===== src/verilog/cwdt_pkg.sv =====
// Package for the core watchdog timer: register map, field layout,
// reset values, key values and the bus request carrier.
// Assumes a single 200 MHz clock and a plain register port with 8-bit data.
package cwdt_pkg;

  // Byte addresses of the registers on the plain register port.
  localparam logic [7:0] CWDT_CTRL_ADDR = 8'h00;
  localparam logic [7:0] CWDT_SERVICE_ADDR = 8'h04;
  localparam logic [7:0] CWDT_CAUSE_ADDR = 8'h08;
  localparam logic [7:0] CWDT_EVT_STATUS_ADDR = 8'h0C;
  localparam logic [7:0] CWDT_EVT_MASK_ADDR = 8'h10;

  // Field positions in the watchdog control register.
  localparam int CWDT_ENABLE_BIT = 7;
  localparam int CWDT_RSEL_BIT = 6;
  localparam int CWDT_PERIOD_LSB = 3;
  localparam int CWDT_PERIOD_MSB = 5;
  localparam int CWDT_ACK_EN_BIT = 2;
  localparam int CWDT_ACK_OCC_BIT = 1;
  localparam int CWDT_IRQ_FLAG_BIT = 0;

  // Watchdog cause bit in the core reset cause register.
  localparam int CWDT_CAUSE_BIT = 5;

  // Event bits in the status and mask registers.
  localparam int CWDT_EVT_TIMEOUT = 0;
  localparam int CWDT_EVT_FORCED_ACK = 1;
  localparam int CWDT_EVT_SOFT_RESET = 2;
  localparam int CWDT_EVT_WIDTH = 3;

  // Values after reset.
  localparam logic [7:0] CWDT_CTRL_RESET = 8'h00;
  localparam logic [7:0] CWDT_CAUSE_RESET = 8'h00;
  localparam logic [2:0] CWDT_EVT_RESET = 3'h0;

  // Service key sequence.
  localparam logic [7:0] CWDT_KEY_FIRST = 8'h55;
  localparam logic [7:0] CWDT_KEY_SECOND = 8'hAA;

  // Timeout exponents for selects 7 down to 0, five bits each.
  localparam logic [39:0] CWDT_PERIOD_EXP_DEFAULT =
    {5'h1F, 5'h1B, 5'h17, 5'h13, 5'h0F, 5'h0D, 5'h0B, 5'h09};

  typedef enum logic [0:0] {
    CWDT_KEY_IDLE = 1'b0,
    CWDT_KEY_ARMED = 1'b1
  } cwdt_key_state_t;

  typedef struct packed {
    logic [7:0] addr;
    logic [7:0] wdata;
    logic wr;
    logic rd;
  } cwdt_bus_t;

endpackage


===== src/verilog/cwdt_core_watchdog.sv =====
// Core watchdog timer: counter, service key logic, control, reset cause,
// event status and mask registers, and the forced transfer acknowledge.
// Assumes one 200 MHz clock, a synchronous active-high reset and a bus
// master that never issues read and write strobes in the same cycle.
//
// Functional notes
// - Counting happens only while enabled; enable is cleared by reset.
// - Select bit 0: timeout raises an interrupt request to the core.
// - Select bit 1: timeout requests a soft reset of the device.
// - Reset timeout pulses internal reset and sets the watchdog cause flag.
// - Any accesses may occur between the two key writes.
// - A completed key pair restarts the counter from zero.
// - Period select 000..111 gives 2^9,11,13,15,19,23,27,31 bus clocks.
// - Ack enabled, interrupt unacknowledged another period: force transfer ack.
// - Forced ack sets the ack-occurred flag; writing 1 clears it.
// - Timeout interrupt sets the irq flag; writing 1 clears the request.
// - Control is always readable; config writes ignored while timeout pending.
// - Service writes do not negate a pending watchdog interrupt.
//
// The register addresses and the address-and-strobe port were decided locally.
`timescale 1ns/1ps

module cwdt_core_watchdog
#(
  parameter logic [39:0] PERIOD_EXP = cwdt_pkg::CWDT_PERIOD_EXP_DEFAULT
)
(
  input wire logic mclk, // 200 MHz clock
  input wire logic reset, // synchronous reset, active high
  input wire cwdt_pkg::cwdt_bus_t bus_req, // register port request
  output logic [7:0] bus_rdata, // read data, one cycle after read
  output logic watchdog_irq, // interrupt request to the core
  output logic transfer_acknowledge, // forced bus cycle end, pulse
  output logic soft_reset, // device soft reset request, pulse
  output logic irq // masked event interrupt, level
);
  import cwdt_pkg::*;

  ////////////////////////////////////////////////////////////////////////
  // Decode and register state.

  // Exponents come from a parameter so that a bench can shorten the
  // periods without touching the counter or the compare logic.
  function automatic logic [31:0] period_last(input logic [2:0] sel);
    logic [4:0] exp_val;
    exp_val = PERIOD_EXP[5*sel +: 5];
    period_last = (32'h1 << exp_val) - 32'h1;
  endfunction

  logic [7:0] watchdog_control;
  logic [7:0] core_reset_cause;
  logic [CWDT_EVT_WIDTH-1:0] evt_status;
  logic [CWDT_EVT_WIDTH-1:0] evt_mask;
  logic [31:0] count;
  cwdt_key_state_t key_state;

  logic watchdog_enable;
  logic reset_or_irq_select;
  logic [2:0] timeout_period_select;
  logic forced_ack_enable;
  logic forced_ack_occurred;
  logic watchdog_irq_flag;
  logic wr_ctrl;
  logic wr_service;
  logic wr_cause;
  logic wr_status;
  logic wr_mask;
  logic expire;
  logic timeout_irq;
  logic timeout_reset;
  logic force_ack;
  logic service_done;
  logic [CWDT_EVT_WIDTH-1:0] evt_set;

  assign watchdog_enable = watchdog_control[CWDT_ENABLE_BIT];
  assign reset_or_irq_select = watchdog_control[CWDT_RSEL_BIT];
  assign timeout_period_select =
    watchdog_control[CWDT_PERIOD_MSB:CWDT_PERIOD_LSB];
  assign forced_ack_enable = watchdog_control[CWDT_ACK_EN_BIT];
  assign forced_ack_occurred = watchdog_control[CWDT_ACK_OCC_BIT];
  assign watchdog_irq_flag = watchdog_control[CWDT_IRQ_FLAG_BIT];

  assign wr_ctrl = bus_req.wr && (bus_req.addr == CWDT_CTRL_ADDR);
  assign wr_service = bus_req.wr && (bus_req.addr == CWDT_SERVICE_ADDR);
  assign wr_cause = bus_req.wr && (bus_req.addr == CWDT_CAUSE_ADDR);
  assign wr_status = bus_req.wr && (bus_req.addr == CWDT_EVT_STATUS_ADDR);
  assign wr_mask = bus_req.wr && (bus_req.addr == CWDT_EVT_MASK_ADDR);

  ////////////////////////////////////////////////////////////////////////
  // Timeout detection.

  // The count reaches the selected period after exactly that many
  // enabled clocks, then restarts so a second period can be timed.
  assign expire = watchdog_enable &&
    (count == period_last(timeout_period_select));
  assign timeout_irq = expire && !reset_or_irq_select &&
    !watchdog_irq_flag;
  assign timeout_reset = expire && reset_or_irq_select;
  // A second expiry with the request still standing ends the bus cycle.
  assign force_ack = expire && !reset_or_irq_select && watchdog_irq_flag &&
    forced_ack_enable;

  // Service is refused while a timeout interrupt is pending.
  assign service_done = wr_service && (bus_req.wdata == CWDT_KEY_SECOND) &&
    (key_state == CWDT_KEY_ARMED) && !watchdog_irq_flag;

  ////////////////////////////////////////////////////////////////////////
  // Service key sequence.

  always_ff @(posedge mclk)
  begin
    if (reset)
      key_state <= CWDT_KEY_IDLE;
    else if (wr_service && !watchdog_irq_flag)
    begin
      // Other values leave the sequence where it is, so unrelated
      // accesses between the two keys do not break it.
      if (bus_req.wdata == CWDT_KEY_FIRST)
        key_state <= CWDT_KEY_ARMED;
      else if (bus_req.wdata == CWDT_KEY_SECOND)
        key_state <= CWDT_KEY_IDLE;
    end
  end

  ////////////////////////////////////////////////////////////////////////
  // Counter.

  always_ff @(posedge mclk)
  begin
    if (reset)
      count <= 32'h0;
    else if (service_done || expire)
      count <= 32'h0;
    else if (watchdog_enable)
      count <= count + 32'h1;
  end

  ////////////////////////////////////////////////////////////////////////
  // Control register.

  always_ff @(posedge mclk)
  begin
    if (reset)
      watchdog_control <= CWDT_CTRL_RESET;
    else
    begin
      // Configuration bits change only while no timeout is pending.
      if (wr_ctrl && !watchdog_irq_flag)
      begin
        watchdog_control[CWDT_ENABLE_BIT:CWDT_ACK_EN_BIT] <=
          bus_req.wdata[CWDT_ENABLE_BIT:CWDT_ACK_EN_BIT];
      end
      // Hardware set wins over a same-cycle write of one.
      if (force_ack)
        watchdog_control[CWDT_ACK_OCC_BIT] <= 1'b1;
      else if (wr_ctrl && bus_req.wdata[CWDT_ACK_OCC_BIT])
        watchdog_control[CWDT_ACK_OCC_BIT] <= 1'b0;
      if (timeout_irq)
        watchdog_control[CWDT_IRQ_FLAG_BIT] <= 1'b1;
      else if (wr_ctrl && bus_req.wdata[CWDT_IRQ_FLAG_BIT])
        watchdog_control[CWDT_IRQ_FLAG_BIT] <= 1'b0;
    end
  end

  ////////////////////////////////////////////////////////////////////////
  // Core reset cause register.

  // This register is cleared by the block reset or by writing one to the cause bit;
  // the soft reset request is expected to spare it so the cause survives.
  always_ff @(posedge mclk)
  begin
    if (reset)
      core_reset_cause <= CWDT_CAUSE_RESET;
    else if (timeout_reset)
      core_reset_cause[CWDT_CAUSE_BIT] <= 1'b1;
    else if (wr_cause && bus_req.wdata[CWDT_CAUSE_BIT])
      core_reset_cause[CWDT_CAUSE_BIT] <= 1'b0;
  end

  ////////////////////////////////////////////////////////////////////////
  // Event status and mask.

  assign evt_set = {timeout_reset, force_ack, timeout_irq};

  genvar gi;
  generate
    for (gi = 0; gi < CWDT_EVT_WIDTH; gi++)
    begin : g_evt
      always_ff @(posedge mclk)
      begin
        if (reset)
          evt_status[gi] <= 1'b0;
        else if (evt_set[gi])
          evt_status[gi] <= 1'b1;
        else if (wr_status && bus_req.wdata[gi])
          evt_status[gi] <= 1'b0;
      end
    end
  endgenerate

  always_ff @(posedge mclk)
  begin
    if (reset)
      evt_mask <= CWDT_EVT_RESET;
    else if (wr_mask)
      evt_mask <= bus_req.wdata[CWDT_EVT_WIDTH-1:0];
  end

  ////////////////////////////////////////////////////////////////////////
  // Outputs.

  always_ff @(posedge mclk)
  begin
    if (reset)
    begin
      watchdog_irq <= 1'b0;
      transfer_acknowledge <= 1'b0;
      soft_reset <= 1'b0;
      irq <= 1'b0;
    end
    else
    begin
      watchdog_irq <= timeout_irq ||
        (watchdog_irq_flag &&
         !(wr_ctrl && bus_req.wdata[CWDT_IRQ_FLAG_BIT]));
      transfer_acknowledge <= force_ack;
      soft_reset <= timeout_reset;
      irq <= |((evt_status | evt_set) & evt_mask);
    end
  end

  // Reads answer one cycle later; unmapped addresses read zero.
  always_ff @(posedge mclk)
  begin
    if (reset)
      bus_rdata <= 8'h00;
    else if (bus_req.rd)
    begin
      unique case (bus_req.addr)
        CWDT_CTRL_ADDR: bus_rdata <= watchdog_control;
        CWDT_CAUSE_ADDR: bus_rdata <= core_reset_cause;
        CWDT_EVT_STATUS_ADDR: bus_rdata <= {5'h00, evt_status};
        CWDT_EVT_MASK_ADDR: bus_rdata <= {5'h00, evt_mask};
        default: bus_rdata <= 8'h00;
      endcase
    end
    else
      bus_rdata <= 8'h00;
  end
endmodule // cwdt_core_watchdog


===== config.mk =====
export PLATFORM = sky130hd
export DESIGN_NAME = cwdt_core_watchdog
export DESIGN_NICKNAME = d
export VERILOG_FILES = /design/src/verilog/cwdt_pkg.sv /design/src/verilog/cwdt_core_watchdog.sv
export SDC_FILE = /design/constraint.sdc
export NUM_CORES = 1
export LEC_CHECK = 0
export BUFFER_PORTS_ARGS = -buffer_cell sky130_fd_sc_hd__buf_2
export CAP_MARGIN = 15
export CORE_ASPECT_RATIO = 0.7
export CORE_MARGIN = 3
export CORE_UTILIZATION = 58
export CTS_CLUSTER_SIZE = 10
export DETAILED_ROUTE_END_ITERATION = 6
export PLACE_DENSITY = 0.79
export SYNTH_ARGS = -nofsm -noshare
export SYNTH_HDL_FRONTEND = slang
export SYNTH_SLANG_ARGS = --single-unit

===== constraint.sdc =====
create_clock -name mclk -period 2.7 [get_ports mclk]
set_input_delay 0.405 -clock mclk [delete_from_list [all_inputs] [get_ports mclk]]
set_output_delay 0.405 -clock mclk [all_outputs]
set_load 0.005 [all_outputs]

==> metrics.txt, run 1 <==
outcome=complete, no violations; Max Freq=403 MHz; Nets=408; first-pass GRT wire length=11.0 mm; post-layout util=0.693; Sink Count=60; initial antenna violation count=0; Die H=66.2 um; share of cells above drive strength 1=0.182; Max Cap Violations=0; largest net degree at the start of global routing=33; H-tree depth=3; Post-Route WL=6.91 mm; cell area after synthesis=3000 um^2; P&R area growth vs syn=12.9%; CTS Buf Count=9; Peak VDD IR=0.000400 V; met3 routed WL=690 um; clk buf depth=2; post-synth top area cell=dfxtp_1; DRT Pass-1 Iters=6; vias in the first global route=2189; setup TNS=0 ns; Synth async-reset ratio=0; setup slack, reg-to-reg=0.22 ns; GRT overflow=0; clock skew=0.00544 ns; Crit. End Element=flop; number of synthesis warnings=0; Pwr Density=493 nW/um^2; met1 wire length=3.55 mm; Slew Limit Headroom=0.549; CTS tree=yes; Data arrival, critical path=2.69 ns; reg2reg start=watchdog_control[3]; clock latency on the worst-skew pair=0.34 ns; period utilisation layout=0.920; main flop type after synthesis=dfxtp_1; die area=6090 um^2; dpl hpwl=5.05 mm; Leak=1.26 nW; # diodes=0; DR WL met2=2.61 mm; worst reg-to-reg path cell count=7; port bufs=31; Seq/Total Area, Yosys=0.400; Routability Congestion=0.963; clock root buffer=clkbuf_8; Synth area leaders=dfxtp_1 (40%), xor2_1 (6.4%), nor2_1 (6.3%); DRC Markers=0; Min Hold Slack=0.331 ns; Final setup viols=0; RSZ-0062 raised after global routing=false; CORE AREA=4890 um^2; Reg clk slew, reported paths=0.06 ns; Critical Path Start Type=flop; Reg2Reg Capture Point=count[21]; Fin. Hold Viols=0; Yosys reg bits=60; num rows=21; die width=92.0 um; post-layout min period=2.48 ns; vias post-DR=2619; Syn Inst Count=352; post-synthesis cell type count=51; 1st-iter DRT viols=306; Initial Util=0.614; Hold EP=watchdog_control[3]; Boundary Pins=32; worst-path maximum fanout=32; total track usage=0.239; Post-Syn Area per Cell=8.52 um^2; measured slew at the worst slew-check pin=0.667 ns; critical path required time=2.91 ns; Hold Crit Start=bus_req[5]; Post-synth EDFFs=0; DR top layer=met4; Synth top area share=0.400; post-route ant nets=0; max-slew violations=0; hold path depth=3; Avg WL per Cell=15.0 um; Post-CTS Setup Bufs=0; CP Class=flop to flop; hold crit path type=primary input to flop; Vias/cell=5.71
==> metrics by stage <==
stage	setup slack [ns]	std cells	power, mW	instance area [um^2]
3_5_place_dp	0.208	444	0.963	3210
6_report	0.217	459	1.67	3390
2_1_floorplan	0.545	353	0.942	3000
5_1_grt	0.0937	459	1.72	3390
3_3_place_gp	0.325	444	0.962	3210
4_1_cts	0.197	459	1.68	3390
==> registers in the layout, summed over array words and instances (netlist names) <==
signal / count
bus_rdata: 8
count: 32
evt_mask: 3
transfer_acknowledge: 1
key_state: 1
soft_reset: 1
core_reset_cause: 1
evt_status: 3
watchdog_control: 8
irq: 1
watchdog_irq: 1
==> where the power goes <==
part | leakage, nW | total (mW) | switching, mW | internal [mW]
logic | 0.688 | 0.0605 | 0.0385 | 0.0220
clock network | 0.0872 | 0.724 | 0.350 | 0.374
registers | 0.483 | 0.885 | 0.000371 | 0.885
total | 1.26 | 1.67 | 0.389 | 1.28
==> synthesized netlist by cell type (2+ instances only) <==
cell type and instances:
nor4_1 2, inv_1 8, clkbuf_1 8, dfxtp_1 60, nand2_1 33, ha_1 2, a222oi_1 3, o21ai_0 6
and4_1 3, nor2_2 10, o22ai_1 2, mux2i_1 9, a22o_1 2, and3_1 12, xnor2_1 13, nor2_1 50
and2_1 5, buf_6 3, nor3_1 7, buf_2 5, a211oi_1 3, nor3b_1 7, a21oi_1 13, nor4b_1 6
nand3_1 17, nand4_1 11, o21a_1 3, or2_2 2, xor2_1 22, o211ai_1 4
==> layer usage <==
layer | vias to the layer above | global-route usage
met5 | - | 0
met4 | 0 | 0.0778
met3 | 5 | 0.0819
met2 | 113 | 0.301
met1 | 1195 | 0.367
li1 | 1306 | -
==> what timing repair did <==
item                                    4_1_cts  5_1_grt
endpoints found under the setup margin        0        1
hold buffers                                  0        0
resized for setup                             0        1
==> logic make-up (layout without fill, tap and decap cells) <==
group,Yosys count,in the layout,share of synthesized area
adders and majority gates,2,2,0.00834
and+or+nand+nor,173,173,0.302
AOI/OAI and AO/OA,48,48,0.117
DFF,60,60,0.400
xor gates and xnor gates,35,35,0.102
buffers and inverters,24,61,0.0396
other,1,2,0.00125
muxes,9,9,0.0300
==> cell type report <==
| type | count | area, um^2 |
|---|---|---|
| multi-input combinational | 269 | 1680 |
| fill | 423 | 1500 |
| sequential | 60 | 1200 |
| timing repair buffer | 38 | 208 |
| clock buffer | 11 | 151 |
| tap | 69 | 86.3 |
| inverter | 8 | 30.0 |
| clock inverter | 4 | 25.0 |
==> placed cells by master, fill, tap and decap left out, drive strengths merged, types with 7 or more instances in the layout <==
cell	Yosys	layout
nor3	8	8
inv	8	8
nand2	33	33
xnor2	13	13
buf	8	38
dfxtp	60	60
and3	12	12
xor2	22	22
a21oi	13	13
nor3b	7	7
clkbuf	8	11
nand3	17	17
mux2i	9	9
nor2	60	60
nand4	11	11
==> worst max-delay path, stage by stage (launching register included) <==
cell and delay, ns:
dfxtp_1 0.66, o211ai_1 0.20, mux2i_1 0.27, nand4_1 0.15
nand4b_2 0.29, nor3_2 0.24, or2b_4 0.42, nor2_1 0.10
==> worst max-delay path by stage <==
stage	start	to	slack, ns
global route	watchdog_control[3]	count[21]	0.09
detailed placement	watchdog_control[4]	count[15]	0.21
finish	watchdog_control[3]	count[21]	0.22
global placement	watchdog_control[4]	count[2]	0.32
floorplan	count[16]	count[30]	0.54
CTS	watchdog_control[4]	count[21]	0.20
No activity file was read; power rests on OpenSTA's default activity.
==> inputs of run 2 (changes only) <==
Settings changed: HOLD_SLACK_MARGIN set to 0.06, PLACE_DENSITY 0.79 to 0.75, SETUP_SLACK_MARGIN set to 0.15.
==> run 2 against run 1 <==
Compared with the run above:
- total power is 3.9% higher
- worst setup slack better by 0.12 ns
- count of clock-buffer cells in the layout is 1 lower
- critical path depth is 1 lower
- sequential share of layout area is 0.32 points lower
- clock power is 9.1% higher
- cell area is 0.92% higher
- maximum frequency is 5.3% higher
- first-iteration DRC count is 3.6% higher
- global-route usage is 0.74 points higher
- critical path type unchanged
- largest cell class unchanged
==> metrics.txt, run 2 (synthesis gave the netlist of run 1 again) <==
measured slew at the worst slew-check pin=0.682 ns (+0.0141 ns); largest net degree at the start of global routing=33 (unchanged); DRT Pass-1 Iters=5 (-1); Max Cap Violations=0 (unchanged); vias in the first global route=2311 (+5.6%); DRC Markers=0 (unchanged); max reg flops=32 (unchanged); Pwr Density=508 nW/um^2 (+3.0%); die width=92.0 um (unchanged); Vias/cell=5.82 (+2.1%); GRT overflow=0 (unchanged); post-route ant nets=0 (unchanged); Nets=410 (+0.49%); Resize count post-CTS=0 (unchanged); Top Registers=count x32, bus_rdata x8, watchdog_control x8; RSZ-0062 raised after global routing=false; H-tree depth=3 (unchanged); Hold EP=evt_mask[1]; 1st-iter DRT viols=317 (+3.6%); clock root buffer=clkbuf_8; worst reg-to-reg path cell count=6 (-1); Reg clk slew, reported paths=0.07 ns (about the same); cell-internal power=1.33 mW (+4.0%); fin area=3420 um^2 (+0.92%); critical path required time=2.94 ns (+0.03 ns); Boundary Pins=32 (unchanged); port bufs=31 (unchanged); CTS Buf Count=9 (unchanged); total track usage=0.246 (+0.00741); Top reg by flops=count; reg2reg start=count[16]; overall power=1.74 mW (+3.9%); # hold bufs at CTS=0 (unchanged); clock network power share=0.455 (+0.022); outcome=complete, no violations; period utilisation layout=0.873 (-0.0462); P&R area growth vs syn=13.9%; CP Class=flop to flop; Slew Limit Headroom=0.540 (-0.00950); vias post-DR=2691 (+2.7%); CORE AREA=4890 um^2 (unchanged); most frequent cells in the layout=dfxtp_1 (59), nor2_1 (50), nand2_1 (33); initial antenna violation count=0 (unchanged); first-pass GRT wire length=11.5 mm (+4.5%); die area=6090 um^2 (unchanged); Crit. End Element=flop; hold crit path type=primary input to flop; post-layout util=0.699 (+0.00640); number of fill cells=430 (+1.7%); clock latency on the worst-skew pair=0.34 ns (about the same); Sw Share=0.232 (-0.000585); Die H=66.2 um (unchanged); Leak=1.28 nW (+1.6%); combinational share of power=0.035 (about the same); # diodes=0 (unchanged); Peak VDD IR=0.000426 V (+6.4%); post-layout min period=2.36 ns (-0.125 ns); Post-Route WL=7.15 mm (+3.6%); setup TNS=0 ns (unchanged); Max Freq=424 MHz (+5.3%); share of cells above drive strength 1=0.186 (+0.00370); Reg2Reg Capture Point=irq; hold path depth=3 (unchanged); Routability Congestion=0.926 (-3.8%); Avg WL per Cell=15.5 um (+2.9%); CTS tree=yes; Sink Count=60 (unchanged); Fin. Hold Viols=0 (unchanged); Post-CTS Setup Bufs=0 (unchanged); Hold Crit Start=bus_req[3]; num rows=21 (unchanged); worst-path maximum fanout=5 (-84%); Initial Util=0.614 (unchanged); max-slew violations=0 (unchanged); power share of the sequential group=0.510 (-0.020); clock skew=0.0120 ns (+0.00661 ns); commonest non-fill, non-tap cell in the layout=dfxtp_1; Data arrival, critical path=2.60 ns (-0.09 ns); setup slack, reg-to-reg=0.34 ns (+0.12 ns); Final setup viols=0 (unchanged); Cell Area, Placed=3220 um^2 (+0.47%); sw power=0.403 mW (+3.7%); dpl hpwl=5.22 mm (+3.3%); clk buf depth=2 (unchanged); Critical Path Start Type=flop
run 2: cell types whose count changed in the layout (fill, tap and decap cells not counted):
cell,change
clkinv_4,+2
buf_4,+2
clkinvlp_4,-1
clkbuf_1,+1
clkbuf_8,-2
bufinv_16,+1
run 2: routing by layer:
layer | up-vias | GRT usage | routed length [um]
met5 | - | 0 | 0
met4 | 0 | 0.0722 | 97
met3 | 12 | 0.0728 | 728
met2 | 132 | 0.335 | 2940
met1 | 1229 | 0.370 | 3390
li1 | 1318 | - | -
run 2: area by class of cell:
| type | count | area, um^2 | share of cell area |
|---|---|---|---|
| clock buffer | 10 | 128 | 0.0373 |
| clock inverter | 6 | 65.1 | 0.0190 |
| timing repair buffer | 40 | 223 | 0.0652 |
| tap | 69 | 86.3 | 0.0253 |
| multi-input combinational | 269 | 1680 | 0.493 |
| sequential | 60 | 1200 | 0.352 |
| inverter | 8 | 30.0 | 0.00878 |
run 2: worst max-delay path, cell delays in order, from the launching register on:
cell and delay, ns:
dfxtp_1 0.35, or4_4 0.54, a2111oi_4 0.37, nand4b_2 0.20, nor4b_1 0.55, o211ai_1 0.14, o311ai_1 0.10
run 2: power by group through the flow:
stage | Sequential [mW] | Combinational (mW) | Clock (mW)
global placement | 0.905 | 0.0576 | 0
floorplan | 0.905 | 0.0367 | 0
detailed placement | 0.905 | 0.0582 | 0
global route | 0.885 | 0.0658 | 0.836
CTS | 0.885 | 0.0584 | 0.806
finish | 0.885 | 0.0603 | 0.790
run 2: worst max-delay path by stage:
stage | from | to | slack, ns | cells past startpoint
global placement | watchdog_control[4] | count[30] | 0.40 | 7
finish | count[16] | irq | 0.34 | 6
detailed placement | watchdog_control[4] | count[29] | 0.29 | 7
global route | count[16] | count[9] | 0.20 | 6
CTS | watchdog_control[4] | count[20] | 0.26 | 7
floorplan | count[16] | count[30] | 0.54 | 7
run 2: stage by stage:
| stage | cells | worst slack, ns | hold slack [ns] |
|---|---|---|---|
| CTS | 462 | 0.261 | 0.323 |
| finish | 462 | 0.342 | 0.334 |
| global placement | 446 | 0.404 | 0.442 |
| detailed placement | 446 | 0.293 | 0.465 |
| global route | 462 | 0.201 | 0.335 |
| floorplan | 353 | 0.545 | 0.432 |
==> inputs of run 3 (changes only) <==
Settings changed: CORE_MARGIN 3 to unset, SKIP_LAST_GASP set to 1.
==> run 3 against run 2 <==
Compared with the run above:
- flip-flop and latch count unchanged
- via count decreased by 0.41%
- sequential share of layout area is 0.34 points lower
- worst hold slack lost 0.0075 ns
- total power grew 4.9%
- maximum frequency is 0.22% lower
==> metrics.txt, run 3 (synthesis gave the netlist of run 1 again) <==
worst reg-to-reg path cell count=6 (unchanged); Vias/cell=5.80 (-0.41%); setup TNS=0 ns (unchanged); Leak=1.29 nW (+0.53%); number of fill cells=426 (-0.93%); post-route ant nets=0 (unchanged); hold crit path type=primary input to flop; clock network power share=0.479 (+0.024); Crit. End Element=flop; Critical Path Start Type=flop; max-slew violations=0 (unchanged); Boundary Pins=32 (unchanged); DRT Pass-1 Iters=5 (unchanged); RSZ-0062 raised after global routing=false; clock root buffer=clkbuf_8; worst-path maximum fanout=16 (+11); commonest non-fill, non-tap cell in the layout=dfxtp_1; die area=5470 um^2 (-10%); combinational share of power=0.035 (about the same); clk buf depth=2 (unchanged); CTS tree=yes; CP Class=flop to flop; measured slew at the worst slew-check pin=0.728 ns (+0.0460 ns); sw power=0.393 mW (-2.4%); clock skew=0.00744 ns (-0.00461 ns); fin cells=462 (unchanged); dpl hpwl=5.20 mm (-0.46%); Die H=62.2 um (-6.0%); Initial Util=0.614 (unchanged); CORE AREA=4890 um^2 (unchanged); vias post-DR=2680 (-0.41%); max reg flops=32 (unchanged); num rows=21 (unchanged); total track usage=0.288 (+0.0417); Peak VDD IR=0.000323 V (-24%); Final setup viols=0 (unchanged); Routability Congestion=0.913 (-1.4%); period utilisation layout=0.875 (+0.00192); CTS Buf Count=9 (unchanged); hold path depth=3 (unchanged); DP Cell Count=445 (-0.22%); Pwr Density=527 nW/um^2 (+3.9%); DRC Markers=0 (unchanged); GRT overflow=0 (unchanged); Fin. Hold Viols=0 (unchanged); Data arrival, critical path=2.59 ns (about the same); first-pass GRT wire length=11.8 mm (+3.1%); Reg clk slew, reported paths=0.07 ns (about the same); # diodes=0 (unchanged); Sink Count=60 (unchanged); H-tree depth=3 (unchanged); Max Freq=423 MHz (-0.22%); Nets=410 (unchanged); port bufs=31 (unchanged); Max Cap Violations=0 (unchanged); Post-Route WL=7.21 mm (+0.82%); Top reg by flops=count; initial antenna violation count=0 (unchanged); Avg WL per Cell=15.6 um (+0.82%); share of cells above drive strength 1=0.186 (unchanged); critical path required time=2.92 ns (-0.02 ns); most frequent cells in the layout=dfxtp_1 (59), nor2_1 (50), nand2_1 (33); largest net degree at the start of global routing=33 (unchanged); post-layout min period=2.36 ns (+0.00520 ns); post-layout util=0.706 (+0.00691); Sw Share=0.216 (-0.0161); Min Hold Slack=0.327 ns (-0.00745 ns); 1st-iter DRT viols=354 (+12%); die width=88.0 um (-4.3%); Top Registers=count x32, bus_rdata x8, watchdog_control x8; clock latency on the worst-skew pair=0.34 ns (about the same); # hold bufs at CTS=0 (unchanged); vias in the first global route=2385 (+3.2%); outcome=complete, no violations; cell-internal power=1.43 mW (+7.1%); power share of the sequential group=0.486 (-0.024); P&R area growth vs syn=15.1%; Slew Limit Headroom=0.509 (-0.0311)
run 3: layout make-up:
cell class | count | area, um^2 | area share
timing repair buffer | 39 | 215 | 0.0623
clock inverter | 6 | 88.8 | 0.0257
clock buffer | 10 | 128 | 0.0370
inverter | 8 | 30.0 | 0.00870
sequential | 60 | 1200 | 0.348
multi-input combinational | 270 | 1700 | 0.493
tap | 69 | 86.3 | 0.0250
run 3: per-layer routing:
layer  part of all wire  track usage  routed length (um)
met4              0.011        0.100                  76
met3               0.10       0.0838                 744
met2               0.40        0.376                2920
met5                  0            0                   0
met1               0.48        0.440                3470
run 3: power by group through the flow:
| stage | registers [mW] | logic, mW | clock network (mW) |
|---|---|---|---|
| 6_report | 0.885 | 0.0629 | 0.872 |
| 5_1_grt | 0.885 | 0.0680 | 0.938 |
| 4_1_cts | 0.885 | 0.0580 | 0.890 |
| 3_5_place_dp | 0.905 | 0.0577 | 0 |
| 3_3_place_gp | 0.905 | 0.0576 | 0 |
| 2_1_floorplan | 0.905 | 0.0367 | 0 |
run 3: worst paths after layout:
path / from / end / slack (ns)
max: count[16] / count[13] / 0.34
max reg2reg: count[16] / count[13] / 0.34
min reg2reg: core_reset_cause[5] / core_reset_cause[5] / 0.46
min: bus_req[9] / watchdog_control[7] / 0.33
run 3: timing repair:
| action | CTS | global route |
|---|---|---|
| endpoints found under the setup margin | 0 | 34 |
| gates resized for setup | 0 | 3 |
| buffers inserted | 0 | 0 |
run 3: per-stage QoR:
| step | worst slack, ns | instance area, um^2 | power, mW |
|---|---|---|---|
| floorplan | 0.545 | 3000 | 0.942 |
| global placement | 0.278 | 3220 | 0.963 |
| detailed placement | 0.228 | 3220 | 0.963 |
| CTS | 0.214 | 3430 | 1.83 |
| global route | 0.199 | 3450 | 1.89 |
| finish | 0.337 | 3450 | 1.82 |
run 3: worst max-delay path, stage by stage (launching register included):
cell	delay, ns
dfxtp_1	0.36
or4_4	0.54
a2111oi_4	0.37
nand4b_2	0.21
nor3_4	0.33
or2b_4	0.35
nor2_1	0.08
